`src/core/ddr_io_pkg.sv`:
```
// constants, field layout and shared types for the ddr i/o block
// What this block does
// - each element has pin buffer, two capture regs plus latch, two out, two oe
// - ddr input captures on both edges; latch aligns both bits to one edge
// - ddr output loads both regs on rise; clock level picks which bit drives
// - bidirectional ddr keeps enable off until the falling edge
// - oe and output regs share one clock and one clock enable
// - input regs take their own clock and clock enable
// - all regs of an element share one clear-or-preset source
// - regs power up high or low; low pairs clear, high pairs preset
// - regs also take a synchronous reset on their own clock
// - each element picks its own control sources independently
// - block takes a shared bundle of sixteen control lines
// - row block holds up to four elements, column block six
// - row block takes 28 per-element lines including two data bits each
// - column block takes 42 per-element lines including twelve data lines
// - captured pin value is routed back to the fabric
// - elements offer input, output, clock-enable and oe turn-on delays
// - dedicated low-skew i/o clock lines serve the elements
package ddr_io_pkg;
    localparam int ROW_ELEMS = 4;
    localparam int COL_ELEMS = 6;
    localparam int BUNDLE_PER_KIND = 4;
    localparam int BUNDLE_LINES = 16;
    localparam int ROW_ELEM_LINES = 28;
    localparam int COL_ELEM_LINES = 42;
    localparam logic [7:0] OFS_STATUS = 8'h00;
    localparam logic [7:0] OFS_CAPTURE = 8'h04;
    localparam logic [7:0] OFS_SEL_BASE = 8'h10;
    localparam logic [31:0] SEL_RST = 32'h0;
    localparam logic [2:0] HSIZE_WORD = 3'h2;
    localparam int F_OE = 0;
    localparam int F_CEIN = 3;
    localparam int F_CEOUT = 6;
    localparam int F_ACLR = 9;
    localparam int F_SCLR = 12;
    localparam int F_CKIN = 15;
    localparam int F_CKOUT = 18;
    localparam int F_MODE = 21;
    localparam int F_PRESET = 23;
    localparam int F_ACLR_EN = 24;
    localparam int F_SCLR_EN = 25;
    localparam int F_DLY_IN = 26;
    localparam int F_DLY_OUT = 27;
    localparam int F_DLY_OE = 28;
    localparam int F_DLY_CE = 29;
    localparam int ST_PAD_LSB = 0;
    localparam int ST_CNT_LSB = 8;
    localparam int CAP_LO_LSB = 0;
    localparam int CAP_HI_LSB = 8;
    localparam logic [1:0] MODE_SDR = 2'h0;
    localparam logic [1:0] MODE_DDR_IN = 2'h1;
    localparam logic [1:0] MODE_DDR_OUT = 2'h2;
    localparam logic [1:0] MODE_DDR_BIDIR = 2'h3;

    typedef struct packed {
        logic up;
        logic ckin;
        logic ckout;
        logic ce_in_q;
        logic ce_out_q;
        logic pad_dly;
        logic pos;
        logic neg;
        logic lat;
        logic oa;
        logic ob;
        logic oe_pos;
        logic oe_neg;
        logic en_prev;
        logic odly;
        logic pad_out;
        logic pad_oe_n;
        logic rx_hi;
        logic rx_lo;
        logic rx_stb;
    } elem_st_t;

    // source code: bit 2 picks the element's own line, else a bundle line
    function automatic logic pick_src(input logic [2:0] code,
                                      input logic [3:0] bundle,
                                      input logic own);
        return code[2] ? own : bundle[code[1:0]];
    endfunction : pick_src
endpackage : ddr_io_pkg

```
`src/core/ddr_io_element.sv`:
```
// one i/o block: ahb-lite config, data buffer and its ddr i/o elements
`timescale 1ns/10ps
`default_nettype none

module io_elem (
    input wire logic clk_sys,
    input wire logic rst_n,
    input wire logic ce,
    input wire logic [31:0] cfg,
    input wire logic [ddr_io_pkg::BUNDLE_PER_KIND-1:0] blk_oe,
    input wire logic [ddr_io_pkg::BUNDLE_PER_KIND-1:0] blk_ce,
    input wire logic [ddr_io_pkg::BUNDLE_PER_KIND-1:0] blk_clk,
    input wire logic [ddr_io_pkg::BUNDLE_PER_KIND-1:0] blk_clr,
    input wire logic el_oe,
    input wire logic el_ce_in,
    input wire logic el_ce_out,
    input wire logic el_clk,
    input wire logic el_clr,
    input wire logic pad_s,
    input wire logic tx_ok,
    input wire logic tx_a,
    input wire logic tx_b,
    output logic take,
    output logic rx_hi,
    output logic rx_lo,
    output logic rx_stb,
    output logic pad_out,
    output logic pad_oe_n
);
    import ddr_io_pkg::*;

    elem_st_t q, d;
    logic [1:0] mode;
    logic pv, ckin, ckout, cei, ceo, aclr, sclr, oe_src, din;
    logic in_rise, in_fall, out_rise, out_fall;
    logic ddr_in, ddr_out, out_used, en, en_f, mx;

    always_comb begin
        d = q;
        mode = cfg[F_MODE +: 2];
        pv = cfg[F_PRESET];
        // every control has its own source choice per element
        ckin = pick_src(cfg[F_CKIN +: 3], blk_clk, el_clk);
        ckout = pick_src(cfg[F_CKOUT +: 3], blk_clk, el_clk);
        cei = cfg[F_DLY_CE] ? q.ce_in_q
                            : pick_src(cfg[F_CEIN +: 3], blk_ce, el_ce_in);
        ceo = cfg[F_DLY_CE] ? q.ce_out_q
                            : pick_src(cfg[F_CEOUT +: 3], blk_ce, el_ce_out);
        aclr = cfg[F_ACLR_EN] & pick_src(cfg[F_ACLR +: 3], blk_clr, el_clr);
        sclr = cfg[F_SCLR_EN] & pick_src(cfg[F_SCLR +: 3], blk_clr, el_clr);
        oe_src = pick_src(cfg[F_OE +: 3], blk_oe, el_oe);
        // i/o clocks arrive as levels sampled on clk_sys
        in_rise = ckin & ~q.ckin;
        in_fall = ~ckin & q.ckin;
        out_rise = ckout & ~q.ckout;
        out_fall = ~ckout & q.ckout;
        ddr_in = (mode == MODE_DDR_IN) || (mode == MODE_DDR_BIDIR);
        ddr_out = (mode == MODE_DDR_OUT) || (mode == MODE_DDR_BIDIR);
        out_used = mode != MODE_DDR_IN;
        din = cfg[F_DLY_IN] ? q.pad_dly : pad_s;
        take = out_rise & ceo & out_used & ~aclr & ~sclr & q.up;
        d.ckin = ckin;
        d.ckout = ckout;
        d.ce_in_q = pick_src(cfg[F_CEIN +: 3], blk_ce, el_ce_in);
        d.ce_out_q = pick_src(cfg[F_CEOUT +: 3], blk_ce, el_ce_out);
        d.pad_dly = pad_s;
        d.rx_stb = 1'b0;
        // input side runs on its own clock and enable
        if (in_rise) begin
            if (sclr) begin
                d.pos = pv;
                d.neg = pv;
                d.lat = pv;
            end else if (cei) begin
                d.pos = din;
                d.rx_lo = din;
                d.rx_hi = ddr_in ? q.lat : din;
                d.rx_stb = 1'b1;
            end
        end
        if (in_fall && ddr_in) begin
            if (sclr) begin
                d.neg = pv;
            end else if (cei) begin
                d.neg = din;
            end
        end
        // latch open while the clock is low, so the high-time bit survives
        if (!ckin && ddr_in) begin
            d.lat = d.neg;
        end
        // output and oe registers share clock and enable
        if (out_rise && out_used) begin
            if (sclr) begin
                d.oa = pv;
                d.ob = pv;
                d.oe_pos = pv;
            end else if (ceo) begin
                if (tx_ok) begin
                    d.oa = tx_a;
                    d.ob = tx_b;
                end
                d.oe_pos = oe_src;
            end
        end
        if (out_fall && mode == MODE_DDR_BIDIR) begin
            if (sclr) begin
                d.oe_neg = pv;
            end else if (ceo) begin
                d.oe_neg = q.oe_pos;
            end
        end
        case (mode)
            MODE_DDR_IN: begin
                en = 1'b0;
            end
            MODE_DDR_BIDIR: begin
                // falling-edge copy holds the enable back half a period
                en = q.oe_pos & q.oe_neg;
            end
            default: begin
                en = q.oe_pos;
            end
        endcase
        d.en_prev = en;
        // turn-on delay only; turn-off stays immediate to avoid contention
        en_f = cfg[F_DLY_OE] ? (en & q.en_prev) : en;
        mx = (ddr_out && !ckout) ? q.ob : q.oa;
        d.odly = mx;
        d.pad_out = cfg[F_DLY_OUT] ? q.odly : mx;
        d.pad_oe_n = ~en_f;
        // power-up level, and clear/preset beating every other term
        if (!q.up || aclr) begin
            d.up = 1'b1;
            d.pos = pv;
            d.neg = pv;
            d.lat = pv;
            d.oa = pv;
            d.ob = pv;
            d.oe_pos = pv;
            d.oe_neg = pv;
            d.rx_stb = 1'b0;
        end
    end

    always_ff @(posedge clk_sys or negedge rst_n) begin
        if (!rst_n) begin
            q <= '0;
            q.pad_oe_n <= 1'b1;
        end else if (ce) begin
            q <= d;
        end
    end

    assign rx_hi = q.rx_hi;
    assign rx_lo = q.rx_lo;
    assign rx_stb = q.rx_stb;
    assign pad_out = q.pad_out;
    assign pad_oe_n = q.pad_oe_n;
endmodule : io_elem

module ddr_io_element #(
    parameter int n_elem = ddr_io_pkg::ROW_ELEMS
) (
    input wire logic clk_sys,
    input wire logic rst_n,
    input wire logic ce,
    input wire logic hsel,
    input wire logic [31:0] haddr,
    input wire logic [1:0] htrans,
    input wire logic hwrite,
    input wire logic [2:0] hsize,
    input wire logic [31:0] hwdata,
    input wire logic hready,
    output logic hreadyout,
    output logic hresp,
    output logic [31:0] hrdata,
    input wire logic [ddr_io_pkg::BUNDLE_PER_KIND-1:0] blk_oe,
    input wire logic [ddr_io_pkg::BUNDLE_PER_KIND-1:0] blk_ce,
    input wire logic [ddr_io_pkg::BUNDLE_PER_KIND-1:0] blk_clk,
    input wire logic [ddr_io_pkg::BUNDLE_PER_KIND-1:0] blk_clr,
    input wire logic [n_elem-1:0] el_oe,
    input wire logic [n_elem-1:0] el_ce_in,
    input wire logic [n_elem-1:0] el_ce_out,
    input wire logic [n_elem-1:0] el_clk,
    input wire logic [n_elem-1:0] el_clr,
    input wire logic tx_valid,
    output logic tx_ready,
    input wire logic [n_elem-1:0] tx_data_a,
    input wire logic [n_elem-1:0] tx_data_b,
    output logic [n_elem-1:0] rx_hi,
    output logic [n_elem-1:0] rx_lo,
    output logic [n_elem-1:0] rx_stb,
    input wire logic [n_elem-1:0] pad_in,
    output logic [n_elem-1:0] pad_out,
    output logic [n_elem-1:0] pad_oe_n
);
    import ddr_io_pkg::*;

    localparam int N = n_elem;

    typedef struct packed {
        logic [N-1:0] sync1;
        logic [N-1:0] sync2;
        logic a_valid;
        logic a_write;
        logic a_word;
        logic [7:0] a_addr;
        logic [31:0] rdata;
        logic [N-1:0][31:0] sel;
        logic [1:0][2*N-1:0] ent;
        logic [1:0] cnt;
    } top_st_t;

    top_st_t q, d;
    logic [N-1:0] take;
    logic push, pop;
    logic ent_idx;

    // row blocks carry four elements, column blocks six
    assign tx_ready = q.cnt != 2'd2;
    assign hreadyout = 1'b1;
    assign hresp = 1'b0;
    assign hrdata = q.rdata;

    always_comb begin
        d = q;
        // first stage feeds only the second
        d.sync1 = pad_in;
        d.sync2 = q.sync1;
        if (q.a_valid && q.a_write && q.a_word) begin
            for (int i = 0; i < N; i++) begin
                if (q.a_addr == OFS_SEL_BASE + 8'(4 * i)) begin
                    d.sel[i] = hwdata;
                end
            end
        end
        d.a_valid = hsel && hready && htrans[1];
        if (d.a_valid) begin
            d.a_write = hwrite;
            d.a_addr = haddr[7:0];
            d.a_word = (hsize == HSIZE_WORD) && (haddr[31:8] == 24'h0);
            if (!hwrite) begin
                // reads see a write still in its data phase
                d.rdata = 32'h0;
                if (haddr[31:8] == 24'h0) begin
                    if (haddr[7:0] == OFS_STATUS) begin
                        d.rdata[ST_PAD_LSB +: N] = q.sync2;
                        d.rdata[ST_CNT_LSB +: 2] = q.cnt;
                    end else if (haddr[7:0] == OFS_CAPTURE) begin
                        d.rdata[CAP_LO_LSB +: N] = rx_lo;
                        d.rdata[CAP_HI_LSB +: N] = rx_hi;
                    end
                    for (int i = 0; i < N; i++) begin
                        if (haddr[7:0] == OFS_SEL_BASE + 8'(4 * i)) begin
                            d.rdata = d.sel[i];
                        end
                    end
                end
            end
        end
        // two-entry buffer; entry 0 is always the head
        push = tx_valid && tx_ready;
        pop = (q.cnt != 2'd0) && (|take);
        ent_idx = pop ? 1'(q.cnt - 2'd1) : q.cnt[0];
        if (pop) begin
            d.ent[0] = q.ent[1];
        end
        if (push) begin
            d.ent[ent_idx] = {tx_data_a, tx_data_b};
        end
        d.cnt = 2'(q.cnt + {1'b0, push} - {1'b0, pop});
    end

    always_ff @(posedge clk_sys or negedge rst_n) begin
        if (!rst_n) begin
            q <= '0;
        end else if (ce) begin
            q <= d;
        end
    end

    // one instance per element, all fed from the shared bundle
    for (genvar g = 0; g < N; g++) begin : g_el
        io_elem u_el (
            .clk_sys(clk_sys),
            .rst_n(rst_n),
            .ce(ce),
            .cfg(q.sel[g]),
            .blk_oe(blk_oe),
            .blk_ce(blk_ce),
            .blk_clk(blk_clk),
            .blk_clr(blk_clr),
            .el_oe(el_oe[g]),
            .el_ce_in(el_ce_in[g]),
            .el_ce_out(el_ce_out[g]),
            .el_clk(el_clk[g]),
            .el_clr(el_clr[g]),
            .pad_s(q.sync2[g]),
            .tx_ok(q.cnt != 2'd0),
            .tx_a(q.ent[0][N + g]),
            .tx_b(q.ent[0][g]),
            .take(take[g]),
            .rx_hi(rx_hi[g]),
            .rx_lo(rx_lo[g]),
            .rx_stb(rx_stb[g]),
            .pad_out(pad_out[g]),
            .pad_oe_n(pad_oe_n[g])
        );
    end
endmodule : ddr_io_element

`default_nettype wire

```
`config.mk`:
```
export PLATFORM = sky130hd
export DESIGN_NAME = ddr_io_element
export DESIGN_NICKNAME = d
export VERILOG_FILES = /design/src/core/ddr_io_pkg.sv /design/src/core/ddr_io_element.sv
export SDC_FILE = /design/constraint.sdc
export NUM_CORES = 1
export LEC_CHECK = 0
export BUFFER_PORTS_ARGS = -buffer_cell sky130_fd_sc_hd__buf_2
export CORE_ASPECT_RATIO = 1.1
export CORE_UTILIZATION = 45
export DETAILED_ROUTE_END_ITERATION = 12
export GPL_TIMING_DRIVEN = 0
export PLACE_DENSITY = 0.7
export SETUP_SLACK_MARGIN = 0.1
export SYNTH_ARGS = -nofsm -noshare
export SYNTH_HDL_FRONTEND = slang
export SYNTH_SLANG_ARGS = --single-unit
```
`constraint.sdc`:
```
create_clock -name clk_sys -period 3.7 [get_ports clk_sys]
set_clock_uncertainty 0.2 [all_clocks]
set_input_delay 0.185 -clock clk_sys [delete_from_list [all_inputs] [get_ports clk_sys]]
set_output_delay 0.185 -clock clk_sys [all_outputs]
set_load 0.02 [all_outputs]
```
==> results of run 1 <==
## worst reg2reg max path, stage by stage (launching register included)
cell      delay [ns]
dfrtp_1         0.37
and4b_1         0.29
and4b_1         0.30
nand3b_1        0.26
nor2_1          0.67
clkbuf_1        0.88
mux2_2          0.42
## sequential cells by signal, indices dropped and copies added, names as in the netlist
| register | flops |
|---|---|
| q | 161 |
| g_el.u_el.q | 56 |
| hrdata | 32 |
| d | 4 |
| g_el.u_el.pad_oe_n | 4 |
| g_el.u_el.pad_out | 4 |
| g_el.u_el.rx_hi | 4 |
| g_el.u_el.rx_lo | 4 |
| g_el.u_el.rx_stb | 4 |
## kinds of logic after synthesis
group	after synthesis	synth area share
buf+inv	188	0.0596
xor+xnor	2	0.00115
mux	251	0.192
other cells	2	0.000493
compound gates	332	0.135
simple gates	530	0.161
flops	273	0.448
fa+ha+maj	2	0.00164
## layout make-up
class                      instances  area [µm²]  area share
clock buffer                      40         828      0.0445
multi-input combinational       1119        7510       0.404
inverter                          55         206      0.0111
timing repair buffer             250        1680      0.0906
sequential                       273        6840       0.368
tap                              432         541      0.0291
buffer                           133         702      0.0377
clock inverter                    16         292      0.0157
## cells in the final DEF (no fill, tap or decap), drive strengths merged, types with 32 or more instances in the layout
master / synthesis / layout
dfrtp: 269 / 269
nand2: 323 / 323
nor2: 55 / 55
buf: 68 / 243
dlygate4sd3: 0 / 75
mux2: 170 / 170
clkbuf: 65 / 105
inv: 54 / 54
mux2i: 65 / 65
o21ai: 78 / 78
a21oi: 129 / 129
nor4: 32 / 32
## path summary, 6_finish.rpt
kind	startpoint	to	slack, ns	depth (start not counted)
worst max-delay path	haddr[5]	hrdata[25]	0.14	12
max in group asynchronous	rst_n	g_el[3].u_el.pad_oe_n	2.26	3
min in group asynchronous	rst_n	hrdata[28]	0.03	2
worst min-delay path	el_oe[3]	g_el[3].u_el.q[8]	0.02	4
worst max register to register	q[178]	q[69]	0.17	6
worst min register to register	g_el[1].u_el.q[19]	g_el[1].u_el.q[19]	0.28	1
## per-stage QoR
stage / area (µm²) / hold WS, ns / std cells
after global placement: 16600 / 0.224 / 2184
after detailed placement: 16700 / 0.0805 / 2186
after CTS: 18600 / 0.000650 / 2317
after global routing: 18600 / 0.0520 / 2318
final: 18600 / 0.0203 / 2318
after floorplan: 15200 / -0.311 / 1580
## power groups by stage
stage               sequential (µW)  clock [µW]  combinational [µW]
finish                         3640        3420                1560
global route                   3680        3580                1690
CTS                            3640        3450                1540
detailed placement             3690           0                1470
global placement               3670           0                1420
floorplan                      3590           0                 957
## what timing repair did
action,CTS,global route
gates resized for setup,1,3
endpoints found under the hold margin,286,1
hold buffers,74,1
setup buffers,1,0
endpoints found under the setup margin,1,2
## metal layers
metal,vias to the layer above,global-route usage,wire length [µm]
met2,766,0.483,24600
met4,0,0.139,2390
li1,6168,-,-
met3,148,0.0553,5060
met1,6838,0.410,20700
met5,-,0,0
==> impl_metrics.ini, run 1 <==
[synthesis]
synth_seq_area_share = 0.448
avgSynthCellArea_um2 = 9.65
synth_common_cells = 323 x nand2_1, 269 x dfrtp_1, 166 x mux2_2
synth_area_leader_cell = dfrtp_1
synth.area.top_cells = dfrtp_1 44%, mux2_2 12%, nand2_1 8.0%
syn_inst = 1580
syn-num-nets = 1706
yosysWarnings = 0
synth_top_area_share = 0.442
ys_types = 75
synth_edf_count = 0
netlist_area_mm2 = 0.0152
synth-seq-cells = 273
synth_ff_type = dfrtp_1
async_reset_ff_frac = 1.00
synth.most_common_cell = nand2_1

[pwr]
p_sw_uw = 2440
vdd_drop_max_uv = 351
intPower_uw = 6180
p_leak_uw = 0.00827
swShare = 0.283
power_density_mw_per_mm2 = 464
p_clk_frac = 0.397
comb_power_share = 0.180
p_seq_frac = 0.423
power_uw = 8620

[floorplan]
core_mm2 = 0.0333
dieArea_mm2 = 0.0346
die_x_um = 177
die_y_um = 195
rows = 70
start_util = 0.458
num_io_pins = 179

[placement]
portBuffers = 172
finalWeightedCongestion = 0.966
place_ws_ns = -0.259
hpwl_mm = 37.2

[finish]
area_delta_synth_final_pct = 22.0
drive_above_1_share = 0.257
fill_cells = 2931
diodes = 0
final_nets = 1988
final_util = 0.559

[worst_setup_path]
cp.buffers_inverters = 5
endpoint_kind = flip-flop
path_class = in2reg
worst_path_largest_cell_delay_ns = 0.66
path_cells = dlygate4sd3_1 > buf_2 > nor3_1 > and2_1 > and3_1 > clkbuf_1 > nand2b_1 > clkbuf_1 > clkbuf_1 > a21oi_1 > nor4_1 > o21ai_1
cp.arrival_ns = 3.76
cp_slowest_cell = clkbuf_1
cpMostUsedCell = clkbuf_1
crit_family = buffers and inverters
required_ns = 3.90
critPathLaunchType = input pin
critPathMaxFanout = 10

[timing]
tightest_slew_ns = 1.10
drv_slew = 0
timing.fmax_ghz = 0.281
finalWorstSetupSlack_ns = 0.137
hold_violations = 0
rsz0062_at_grt = no
setup_viol = 0
slew_headroom = 0.268
period_minus_slack_ns = 3.56
setup_tns_ns = 0
finalCritPeriodShare = 0.963

[status]
status = complete, no violations

[routing]
drtPass1Iterations = 8
vias = 13920
antenna_left = 0
routed_via_density = 6.01
wl_per_cell_um = 22.7
route.detailed.drc = 0
drtIter0Drc = 1348
wirelength_mm = 52.7

[cts]
clk_latency_ns = 0.59
cts_inserted_buffers = 30
clockRootBuffer = clkbuf_16
clk_pin_slew_ns = 0.06
cts_tree = done
clock_path_buffers = 3
cts_max_level = 1
clock_sink_count = 273

[flow_run]
drv_cap = 0

[min_path]
hp-class = in2reg

[global_routing]
grt_max_degree = 95
grt_pass1_wl_mm = 80.2
grt_overflow = 0
grtUsageTotal = 0.307
antenna_found_initial = 0
grt_pass1_vias = 13540
Note: power is estimated with default switching activity, not from simulation.
==> inputs of run 2 (changes only) <==
--- a/config.mk
+++ b/config.mk
@@ -5,10 +5,12 @@
 export SDC_FILE = /design/constraint.sdc
 export NUM_CORES = 1
 export LEC_CHECK = 0
+export ABC_AREA = 1
 export BUFFER_PORTS_ARGS = -buffer_cell sky130_fd_sc_hd__buf_2
 export CORE_ASPECT_RATIO = 1.1
 export CORE_UTILIZATION = 45
 export DETAILED_ROUTE_END_ITERATION = 12
+export GPL_ROUTABILITY_DRIVEN = 0
 export GPL_TIMING_DRIVEN = 0
 export PLACE_DENSITY = 0.7
 export SETUP_SLACK_MARGIN = 0.1
==> run 2 against run 1 <==
Sequential share of layout area down 1.1 points. Critical path depth stayed put. Global-route usage rose by 2.6 points. Utilization is 0.11 points higher. First-iteration DRC count is 42% higher. Fmax increased by 7.6%. Final cell count grew 26%. Synthesized area increased by 2.3%. Synthesized cell count up 36%. Final area grew 3.0%. Die area increased by 2.3%. Via count up 20%. Critical path type unchanged.
==> impl_metrics.ini, run 2 <==
[pwr]
power_density_mw_per_mm2 = 460
vdd_drop_max_uv = 321
p_sw_uw = 2720
p_clk_frac = 0.376
comb_power_share = 0.203
p_seq_frac = 0.421
swShare = 0.309
p_leak_uw = 0.0100
intPower_uw = 6090

[routing]
antenna_left = 0
drtIter0Drc = 1914
wirelength_mm = 58.9
routed_via_density = 5.70
wl_per_cell_um = 20.1
vias = 16658
drtPass1Iterations = 8
route.detailed.drc = 0

[worst_setup_path]
critPathMaxFanout = 10
path_class = in2reg
critPathLaunchType = input pin
cp.arrival_ns = 3.62
endpoint_kind = flip-flop
required_ns = 4.01

[finish]
final_nets = 2588
largest_register = q
ff_latch_area_mm2 = 0.00684
mostFrequentLayoutCells = 686 x nand2_1, 372 x o21ai_0, 269 x dfrtp_1
final_util = 0.560
largest_reg_flops = 161
diodes = 0
fill_cells = 3177
multiInputGateArea_mm2 = 0.00713
area_delta_synth_final_pct = 22.8
drive_above_1_share = 0.150
layout_commonest_cell = nand2_1

[timing]
finalWorstSetupSlack_ns = 0.390
setup_tns_ns = 0
drv_slew = 0
slew_headroom = 0.273
finalCritPeriodShare = 0.895
tightest_slew_ns = 1.09
hold_violations = 0
timing.fmax_ghz = 0.302
period_minus_slack_ns = 3.31
rsz0062_at_grt = no
setup_viol = 0

[synthesis]
synth-seq-cells = 273
ys_types = 49
synth_seq_area_share = 0.438
synth.area.top_cells = dfrtp_1 43%, nand2_1 17%, o21ai_0 12%
syn_inst = 2156
netlist_area_mm2 = 0.0156
yosysWarnings = 0
synth.most_common_cell = nand2_1
synth_top_area_share = 0.432
synth_area_leader_cell = dfrtp_1
synth_common_cells = 686 x nand2_1, 372 x o21ai_0, 269 x dfrtp_1
synth_edf_count = 0
async_reset_ff_frac = 1.00
avgSynthCellArea_um2 = 7.23
syn-num-nets = 2282
synth_ff_type = dfrtp_1

[floorplan]
die_y_um = 197
rows = 71
num_io_pins = 179
core_mm2 = 0.0342
dieArea_mm2 = 0.0354
die_x_um = 179
start_util = 0.456

[cts]
cts_tree = done
clk_pin_slew_ns = 0.06
cts_setup_buffers = 0
cts_inserted_buffers = 31
cts_max_level = 1
clockRootBuffer = clkbuf_16
clock_path_buffers = 3
clk_latency_ns = 0.58
clock_sink_count = 273

[status]
status = complete, no violations

[global_routing]
grtUsageTotal = 0.333
grt_max_degree = 109
grt_pass1_wl_mm = 90.2
grt_pass1_vias = 16103
grt_overflow = 0
antenna_found_initial = 1

[placement]
hpwl_mm = 42.1
place_ws_ns = 0.566
portBuffers = 172

[min_path]
hp-class = in2reg

[flow_run]
drv_cap = 0
[run 2: cell count changes after synthesis, sizes merged, moves of 45 or more]
cell	previous run	this run
inv	54	217
a21oi	129	84
o21ai	78	393
nand3	24	109
nand2	323	698
mux2	170	0
[run 2: stage by stage]
step / hold slack (ns) / area (µm²) / cells / power [µW]
2_1_floorplan: -0.311 / 15600 / 2156 / 4750
3_3_place_gp: 0.172 / 17000 / 2766 / 5330
6_report: 0.00874 / 19100 / 2924 / 8810
4_1_cts: 0.000566 / 19100 / 2924 / 8770
3_5_place_dp: -0.0149 / 17100 / 2768 / 5390
5_1_grt: 0.0242 / 19100 / 2924 / 9180
[run 2: cell type report]
| class | instances | share of cell area |
|---|---|---|
| plain buffers | 144 | 0.0419 |
| clock buffers | 43 | 0.0465 |
| clock inverters | 14 | 0.0104 |
| inverters | 219 | 0.0429 |
| multi-input cells | 1520 | 0.373 |
| flip-flops and latches | 273 | 0.357 |
| well taps | 438 | 0.0286 |
| repair buffers | 273 | 0.100 |
[run 2: logic make-up after synthesis]
family                     after synthesis  share of synthesized area
other                                    2                   0.000482
DFF                                    273                      0.438
AOI/OAI and AO/OA                      543                      0.184
muxes                                   27                     0.0173
xor gates and xnor gates                 1                   0.000562
and+or+nand+nor                        945                      0.253
adders and majority gates                2                    0.00160
buffers and inverters                  363                      0.104
[run 2: worst paths after layout]
path | from | end | slack [ns] | cells past startpoint
max | haddr[26] | hrdata[26] | 0.39 | 12
min | blk_clk[2] | g_el[2].u_el.q[17] | 0.009 | 5
max reg2reg | q[26] | q[1] | 0.47 | 16
min reg2reg | d[189] | d[189] | 0.28 | 2
max in group asynchronous | rst_n | q[6] | 1.06 | 4
min in group asynchronous | rst_n | g_el[0].u_el.q[12] | 0.45 | 3
[run 2: critical path: stages]
cell,delay (ns)
dlygate4sd3_1,0.53
buf_2,0.12
nor4_1,0.17
dlygate4sd3_1,0.59
nand4_1,0.12
dlygate4sd3_1,0.58
nor2_1,0.25
inv_1,0.19
clkbuf_1,0.36
a21oi_1,0.21
o21ai_0,0.20
nand2_1,0.12
[run 2: layer usage]
metal	GRT usage	vias to the layer above	routed length, µm
met5	0	-	0
met4	0.241	0	4530
met3	0.0647	258	6300
met2	0.517	1030	25600
met1	0.417	7776	22500
li1	-	7594	-
[run 2: repair_timing]
action,in CTS,in global routing
endpoints found under the hold margin,360,0
resized for setup,0,0
endpoints found under the setup margin,0,0
hold buffers,99,0
[run 2: power groups by stage]
| stage | Clock, µW | Sequential, µW | Combinational [µW] |
|---|---|---|---|
| finish | 3320 | 3700 | 1790 |
| global route | 3450 | 3750 | 1980 |
| CTS | 3320 | 3690 | 1760 |
| detailed placement | 0 | 3730 | 1660 |
| global placement | 0 | 3730 | 1600 |
| floorplan | 0 | 3630 | 1110 |
